--- src/hdl/shp_defs.vh ---
`ifndef SHP_DEFS_VH
`define SHP_DEFS_VH
// ----------------------------------------
// frame layout
// ----------------------------------------
`define SHP_FRAME_BITS 32
`define SHP_CNT_W 6
`define SHP_ADDR_MSB 31
`define SHP_ADDR_LSB 25
`define SHP_RW_BIT 24
`define SHP_DATA_W 24
// ----------------------------------------
// reference clock timing
// ----------------------------------------
`define SHP_REF_FREQ_HZ 32768
`define SHP_SYS_FREQ_HZ 10000000
`define SHP_REF_PERIOD_NS 30518
// ----------------------------------------
// reset values
// ----------------------------------------
`define SHP_SO_RST 1'b0
`define SHP_OE_N_RST 1'b1
`define SHP_IRQ_N_RST 1'b1
`endif

--- src/hdl/shp_sync.v ---
// ----------------------------------------
// two flop synchroniser for one level
// ----------------------------------------
module shp_sync #(
	parameter RST_VAL = 1'b0
) (
	input wire sys_clk_in,
	input wire nrst_in,
	input wire d_in,
	output reg q_out
);
	reg meta_reg; // first stage, read only by second stage

	// two stages, synchronous reset
	always @(posedge sys_clk_in) begin
		if (!nrst_in) begin
			meta_reg <= RST_VAL;
			q_out <= RST_VAL;
		end else begin
			meta_reg <= d_in;
			q_out <= meta_reg;
		end
	end
endmodule // shp_sync

--- src/hdl/shp_port.v ---
`include "shp_defs.vh"

module shp_port #(
	parameter FRAME_BITS = `SHP_FRAME_BITS,
	parameter DATA_W = `SHP_DATA_W
) (
	input wire sys_clk_in,
	input wire nrst_in,
	input wire port_select_n_in,
	input wire serial_clock_in,
	input wire serial_data_in,
	input wire ref_clock_in,
	input wire [DATA_W-1:0] read_data_in,
	input wire irq_primary_req_in,
	input wire irq_secondary_req_in,
	output reg serial_data_out,
	output reg serial_data_oe_n_out,
	output reg irq_primary_n_out,
	output reg irq_secondary_n_out,
	output reg [6:0] frame_addr_out,
	output reg frame_read_out,
	output reg [DATA_W-1:0] write_data_out,
	output reg write_strobe_out,
	output reg frame_start_out,
	output reg sample_tick_out
);
	// ----------------------------------------
	// synchronised pins
	// ----------------------------------------
	wire sel_n_s; // select, synced
	wire sck_s; // serial clock, synced
	wire sdi_s; // serial input, synced
	wire ref_s; // reference clock, synced

	// select resets high so no false frame start follows reset
	shp_sync #(.RST_VAL(1'b1)) u_sel (
		.sys_clk_in(sys_clk_in),
		.nrst_in(nrst_in),
		.d_in(port_select_n_in),
		.q_out(sel_n_s)
	);
	// serial clock resets low, its idle level between frames
	shp_sync #(.RST_VAL(1'b0)) u_sck (
		.sys_clk_in(sys_clk_in),
		.nrst_in(nrst_in),
		.d_in(serial_clock_in),
		.q_out(sck_s)
	);
	// serial input, read only when a rising edge is seen
	shp_sync #(.RST_VAL(1'b0)) u_sdi (
		.sys_clk_in(sys_clk_in),
		.nrst_in(nrst_in),
		.d_in(serial_data_in),
		.q_out(sdi_s)
	);
	// reference clock, free running, sampled like any pin
	shp_sync #(.RST_VAL(1'b0)) u_ref (
		.sys_clk_in(sys_clk_in),
		.nrst_in(nrst_in),
		.d_in(ref_clock_in),
		.q_out(ref_s)
	);

	// ----------------------------------------
	// edge detection
	// ----------------------------------------
	reg sel_n_d_reg; // previous select
	reg sck_d_reg; // previous serial clock
	reg ref_d_reg; // previous reference clock

	// reset values equal the idle pin levels, so no false edge follows reset
	// delay synced levels one cycle
	always @(posedge sys_clk_in) begin
		if (!nrst_in) begin
			sel_n_d_reg <= 1'b1;
			sck_d_reg <= 1'b0;
			ref_d_reg <= 1'b0;
		end else begin
			sel_n_d_reg <= sel_n_s;
			sck_d_reg <= sck_s;
			ref_d_reg <= ref_s;
		end
	end

	// serial edges count only while the synced select is low, so
	// stray clocks between frames never move the shift state
	wire active = ~sel_n_s; // frame open
	wire sel_fall = sel_n_d_reg & ~sel_n_s; // frame begins
	wire sel_rise = ~sel_n_d_reg & sel_n_s; // frame ends
	wire sck_rise = active & ~sck_d_reg & sck_s;
	wire sck_fall = active & sck_d_reg & ~sck_s;
	wire ref_rise = ~ref_d_reg & ref_s;

	// ----------------------------------------
	// shift state
	// ----------------------------------------
	// only the bit counter is cleared at select high; received bits and latched header stay
	reg [FRAME_BITS-1:0] rx_reg; // received bits
	reg [FRAME_BITS-1:0] rx_next;
	reg [`SHP_CNT_W-1:0] cnt_reg; // rising edges seen
	reg [`SHP_CNT_W-1:0] cnt_next;
	reg [DATA_W-1:0] tx_reg; // bits left to send
	reg [DATA_W-1:0] tx_next;
	reg so_next;
	reg oe_n_next;
	reg [6:0] addr_next;
	reg rd_next;
	reg [DATA_W-1:0] wd_next;
	reg ws_next;

	// ----------------------------------------
	// frame milestones, cut to the counter width
	// ----------------------------------------
	localparam [`SHP_CNT_W-1:0] CNT_FULL = FRAME_BITS[`SHP_CNT_W-1:0]; // complete frame
	localparam [`SHP_CNT_W-1:0] CNT_HDR = FRAME_BITS[`SHP_CNT_W-1:0] - DATA_W[`SHP_CNT_W-1:0]; // header done

	// next state of the serial engine
	always @* begin
		// hold everything by default; the strobe is a single-cycle pulse
		rx_next = rx_reg;
		cnt_next = cnt_reg;
		tx_next = tx_reg;
		so_next = serial_data_out;
		oe_n_next = serial_data_oe_n_out;
		addr_next = frame_addr_out;
		rd_next = frame_read_out;
		wd_next = write_data_out;
		ws_next = 1'b0;
		// select high ends a frame or keeps the port idle
		if (sel_n_s) begin
			// select high: release output, forget partial frame
			oe_n_next = `SHP_OE_N_RST;
			cnt_next = {`SHP_CNT_W{1'b0}};
			if (sel_rise && cnt_reg == CNT_FULL && !rx_reg[FRAME_BITS-8]) begin
				// write only after full frame; early rise aborts
				wd_next = rx_reg[DATA_W-1:0];
				ws_next = 1'b1;
			end
		end else begin
			// select low: drive the output and follow the serial clock
			oe_n_next = 1'b0; // drive while selected
			if (sck_rise && cnt_reg != CNT_FULL) begin
				// shift in msb first
				rx_next = {rx_reg[FRAME_BITS-2:0], sdi_s};
				cnt_next = cnt_reg + 1'b1;
				// eighth bit closes the header: latch address and read flag
				if (cnt_reg + 1'b1 == CNT_HDR) begin
					addr_next = rx_reg[6:0];
					rd_next = sdi_s;
					tx_next = read_data_in;
				end
			end
			// falling edge: only read frames past the header drive data
			if (sck_fall) begin
				if (cnt_reg >= CNT_HDR && cnt_reg != CNT_FULL && rd_next) begin
					// present next data bit msb first
					so_next = tx_reg[DATA_W-1];
					tx_next = {tx_reg[DATA_W-2:0], 1'b0};
				end else begin
					// header, write frame or frame end: output rests low
					so_next = 1'b0;
				end
			end
		end
	end

	// ----------------------------------------
	// serial engine registers
	// ----------------------------------------
	// register the serial engine
	always @(posedge sys_clk_in) begin
		if (!nrst_in) begin
			rx_reg <= {FRAME_BITS{1'b0}};
			cnt_reg <= {`SHP_CNT_W{1'b0}};
			tx_reg <= {DATA_W{1'b0}};
			serial_data_out <= `SHP_SO_RST;
			serial_data_oe_n_out <= `SHP_OE_N_RST;
			frame_addr_out <= 7'h00;
			frame_read_out <= 1'b0;
			write_data_out <= {DATA_W{1'b0}};
			write_strobe_out <= 1'b0;
			frame_start_out <= 1'b0;
		end else begin
			rx_reg <= rx_next;
			cnt_reg <= cnt_next;
			tx_reg <= tx_next;
			serial_data_out <= so_next;
			serial_data_oe_n_out <= oe_n_next;
			frame_addr_out <= addr_next;
			frame_read_out <= rd_next;
			write_data_out <= wd_next;
			write_strobe_out <= ws_next;
			// frame start marks the synced select fall
			frame_start_out <= sel_fall;
		end
	end

	// ----------------------------------------
	// interrupts and sample pacing
	// ----------------------------------------
	// drive interrupt pins low while a condition is pending
	always @(posedge sys_clk_in) begin
		if (!nrst_in) begin
			irq_primary_n_out <= `SHP_IRQ_N_RST;
			irq_secondary_n_out <= `SHP_IRQ_N_RST;
			sample_tick_out <= 1'b0;
		end else begin
			// pins follow the inverted request levels one cycle later
			irq_primary_n_out <= ~irq_primary_req_in;
			irq_secondary_n_out <= ~irq_secondary_req_in;
			// one pulse per reference rising edge paces the converters
			sample_tick_out <= ref_rise;
		end
	end
endmodule // shp_port

--- config.mk ---
export PLATFORM = sky130hd
export DESIGN_NAME = shp_port
export DESIGN_NICKNAME = d
export VERILOG_FILES = /design/src/hdl/shp_sync.v /design/src/hdl/shp_port.v
export VERILOG_INCLUDE_DIRS = /design/src /design/src/hdl
export SDC_FILE = /design/constraint.sdc
export NUM_CORES = 1
export LEC_CHECK = 0
export ABC_AREA = 0
export BUFFER_PORTS_ARGS = -buffer_cell sky130_fd_sc_hd__buf_2
export CORE_MARGIN = 2
export CORE_UTILIZATION = 30
export CTS_CLUSTER_DIAMETER = 100
export CTS_CLUSTER_SIZE = 16
export DETAILED_ROUTE_END_ITERATION = 7
export REMOVE_ABC_BUFFERS = 1
export SLEW_MARGIN = 30
export SYNTH_ARGS = -nofsm -noshare
export SYNTH_HDL_FRONTEND = slang
export SYNTH_SLANG_ARGS = --single-unit
--- constraint.sdc ---
create_clock -name sys_clk_in -period 2.3 [get_ports sys_clk_in]
set_input_delay 0.115 -clock sys_clk_in [delete_from_list [all_inputs] [get_ports sys_clk_in]]
set_output_delay 0.115 -clock sys_clk_in [all_outputs]
set_load 0.005 [all_outputs]
==> results list <==
* Biggest area consumer among synthesized cells: sky130_fd_sc_hd__dfxtp_1
- Initial antenna violation count: 0
* Adder and majority gate portion of the synthesized area: 0.00615
* Clock power share: 0.438
* Area inside the core boundary: about 0.013 mm^2
- Antenna Violating Nets Remaining: 0
- The routed layout has around 3300 vias.
* Post-synth top area share: 0.512
- For this design the ratio of total power to cell area is roughly 690 mW/mm^2.
- Clock slew at the register clock pins of the worst setup and hold paths: around 0.070 ns
- Of the total power, combinational logic draws 0.028.
* Clock insertion delay at the later pin of the skew report: ~0.34 ns
* CP Class: reg2reg
* # nets final: ~550
- Row generation in the floorplan step produced 42 rows.
* Post-layout instance count excluding filler cells: about 700
* Clock Tree Buf Depth: 2
- Before CTS, the worst setup slack after placement is roughly 0.24 ns.
- Overall power of the completed layout: between 3 and 4 mW
- The register with the most flip-flops in the layout has 25 of them.
* Slowest stage cell on the critical path: sky130_fd_sc_hd__or4b_1
- The count of endpoints failing hold in the final timing report came to 0.
- Minimum clock period: approximately 2.1 ns
* Via count of the first global-routing pass: 3090
- Number of logic stages on the critical path including buffering: 8
- Router iterations before antenna repair: 4
- After detailed routing, the number of vias per cell comes to 4.68.
- Leakage power total: 1.79 nW
- Number of setup violations in the final report: 0
- Yosys printed 0 warnings.
* Antenna diode count: 0
- Maximum level of the CTS H-tree: 3
- Hold path depth: 3
- For this design, the sink count on the clock tree is 104.
* Xor/xnor share of the synthesized area: 0.0108
* HP Class: in2reg
- Most common library cell in the layout ignoring fill and taps: sky130_fd_sc_hd__nand2_1
* Sw frac: 0.207
- Post-CTS Resized: 0
* TritonCTS clock tree: yes
- Counting cells, the worst reg-to-reg path comes to 8.
* Number of DRC violations after detailed-routing iteration 0: 203
- The worst-case IR drop observed on VDD is around 0.33 mV.
* Internal power: between 2 and 3 mW
* Avg Inst Size Synth: roughly 9.0 um^2
- Result of the run: finished clean
- Net switching power: roughly 700 uW
* CP Data Arrival Time: 2.31 ns
- Multiplexer share of the synthesized area: 0
- Data on the critical path is required at its endpoint by 2.53 ns.
- In the global route stage, overall resource usage came out at 0.129.
- The congestion estimate from routability-driven global placement came to around 0.8.
- In this design, the largest share of critical-path delay is due to simple AND/OR/NAND/NOR gates.
* Post-Synthesis Cell Area: approximately 0.0041 mm^2
- Based on the critical path, the design can be clocked at up to between 400 and 500 MHz.
* Final core occ: 0.372
- Final slew viol count: 0
* Footprint of the flip-flops and latches: roughly 0.0021 mm^2
- In the final layout, the share of cells above drive strength 1 is 0.207.
- Yosys attributes the largest share of cell area to sky130_fd_sc_hd__dfxtp_1 (51%), sky130_fd_sc_hd__nand2_1 (11%), sky130_fd_sc_hd__a21boi_1 (8.3%), sky130_fd_sc_hd__a21boi_0 (6.5%), sky130_fd_sc_hd__a22oi_1 (4.2%).
- Largest incremental delay on the critical path: a little over 0.5 ns
- CTS placed an instance of sky130_fd_sc_hd__clkbuf_16 at the clock tree root.
* #FFs+latches synth: about 100
- Post-synthesis compound-gate area fraction: 0.213
* Min setup slack post-route: approximately 0.22 ns
- The die covers ~0.015 mm^2.
* Category of the worst setup path capture point: flop
- The total overflow left after global routing is 0.
* Share of power burned in registers: 0.534
- Post-route DRC violation count: 0
* Portion of the clock cycle consumed by the worst path in the final layout: 0.902
- Maxcap violations: 0
- Layout area overhead: 21.0%
- Bufs and invs on worst path: 2
- The clock arrives with 0.00838 ns of skew.
- At the pin with the least slew margin, the transition time is 0.468 ns.
* Most used cells in the layout excluding fill and tap cells: sky130_fd_sc_hd__nand2_1 (120), sky130_fd_sc_hd__dfxtp_1 (104), sky130_fd_sc_hd__buf_2 (70)
* Number of primary I/O pins: 71
- Ordered cell list for the critical path: inv_1 > ha_1 > nor2b_2 > nand3_2 > or4b_1 > buf_4 > nand2_1 > a21boi_1
* Placed cell count: 677
* Routed Wire Length: slightly above 9000 um
- RSZ-0062 raised after global routing: false
- Vert. Die Dim: 120 um
- Global-route wire length before repair: around 15000 um
- Buffers inserted during clock tree synthesis total 9.
- Sequential cell area fraction in the yosys report: 0.512
- Of all nets on the critical path, the largest fanout is 24.
- The filler cells instantiated in the layout total 1407.
- On the final layout, the worst hold slack is 0.0767 ns.
- Count of input and output buffers: 70
* Combinational family with the most area after synthesis: simple AND/OR/NAND/NOR gates
- Detail Placement HPWL: 6170 um
- Synthesized netlist cell count: between 400 and 500
- DIE WIDTH: between 100 and 150 um
* Initial cell density of the core: 0.307
* Average wire length per cell after detail routing: 13.1 um
- In the final layout, the multi-input gates occupy approximately 0.0018 mm^2.
* Simple-gate share of the synthesized area: 0.216
* Worst Setup Start Kind: flop
- Worst slew margin: 0.687
* Yosys cell types: 40
* Largest net degree at the start of global routing: 31
[what timing repair did]
| item | CTS | global route |
|---|---|---|
| hold buffers | 6 | 0 |
| setup endpoints to repair | 0 | 0 |
| setup buffers | 0 | 0 |
| hold endpoints to repair | 6 | 0 |
[stage by stage]
stage	instance area [um^2]	TNS, ns
after detailed placement	4580	0
final	4930	0
after CTS	4930	0
after global routing	4930	0
after floorplan	3910	-14.60
after global placement	4580	0
[routing by layer]
layer	wire [um]	up-vias	global-route usage
li1	-	1657	-
met1	4340	1533	0.165
met2	4270	67	0.204
met3	386	12	0.0439
met4	146	0	0.0436
met5	0	-	0
[cell usage after synthesis]
cell / count
sky130_fd_sc_hd__nand2_1: 120
sky130_fd_sc_hd__dfxtp_1: 104
sky130_fd_sc_hd__a21boi_1: 45
sky130_fd_sc_hd__a21boi_0: 35
sky130_fd_sc_hd__nand3_1: 27
sky130_fd_sc_hd__a22oi_1: 23
sky130_fd_sc_hd__clkbuf_1: 20
sky130_fd_sc_hd__buf_2: 11
sky130_fd_sc_hd__and2_1: 9
sky130_fd_sc_hd__nor2_1: 9
sky130_fd_sc_hd__inv_1: 4
sky130_fd_sc_hd__nor2b_1: 4
sky130_fd_sc_hd__and3_1: 3
sky130_fd_sc_hd__nand2b_1: 3
sky130_fd_sc_hd__nor3_1: 3
sky130_fd_sc_hd__xor2_1: 3
sky130_fd_sc_hd__a21oi_1: 2
sky130_fd_sc_hd__a32oi_1: 2
sky130_fd_sc_hd__buf_4: 2
sky130_fd_sc_hd__ha_1: 2
sky130_fd_sc_hd__or2_2: 2
sky130_fd_sc_hd__xnor2_1: 2
sky130_fd_sc_hd__a21boi_2: 1
sky130_fd_sc_hd__a31oi_4: 1
sky130_fd_sc_hd__a32o_1: 1
sky130_fd_sc_hd__a41oi_1: 1
sky130_fd_sc_hd__buf_6: 1
sky130_fd_sc_hd__nand3_2: 1
sky130_fd_sc_hd__nand3b_1: 1
sky130_fd_sc_hd__nor2_4: 1
sky130_fd_sc_hd__nor2b_2: 1
sky130_fd_sc_hd__nor3b_2: 1
sky130_fd_sc_hd__nor4_1: 1
sky130_fd_sc_hd__nor4b_4: 1
sky130_fd_sc_hd__o31a_1: 1
sky130_fd_sc_hd__o31ai_1: 1
sky130_fd_sc_hd__or3_1: 1
sky130_fd_sc_hd__or3b_1: 1
sky130_fd_sc_hd__or3b_2: 1
sky130_fd_sc_hd__or4b_1: 1
[layout make-up]
cell class / count / share of cell area
Sequential cell: 104 / 0.423
Multi-Input combinational cell: 311 / 0.370
Timing Repair Buffer: 88 / 0.102
Clock buffer: 9 / 0.0457
Tap cell: 176 / 0.0447
Clock inverter: 6 / 0.0124
Inverter: 4 / 0.00305
[tightest hold or removal path: cells and delay by family]
kind | cells | cell delay [ns]
compound gates | 1 | 0.08
buf+inv | 1 | 0.11
simple gates | 1 | 0.07
[cell families after synthesis]
| family | count (synthesis) |
|---|---|
| AND/OR/NAND/NOR | 191 |
| flip-flops | 104 |
| AO/OA/AOI/OAI | 113 |
| buffers and inverters | 38 |
| adder cells (fa/ha/maj) | 2 |
| XOR/XNOR | 5 |
[power by group through the flow]
stage	clock, mW	combinational, mW	sequential [mW]
finish	1.49	0.0953	1.82
global route	1.61	0.106	1.82
CTS	1.55	0.0975	1.82
detailed placement	0	0.0897	1.86
global placement	0	0.0878	1.86
floorplan	0	0.0300	1.86
[final timing paths]
check                                        startpoint                             end  slack (ns)
worst max-delay path            cnt_reg[0]$_SDFFE_PP0N_  write_data_out[5]$_SDFFE_PN0P_        0.22
worst min-delay path                    read_data_in[0]          tx_reg[0]$_SDFFE_PN0N_        0.08
worst max register to register  cnt_reg[0]$_SDFFE_PP0N_  write_data_out[5]$_SDFFE_PN0P_        0.22
worst min register to register     ref_d_reg$_SDFF_PN0_      sample_tick_out$_SDFF_PN0_        0.41
No activity file was read; power rests on OpenSTA's default activity.
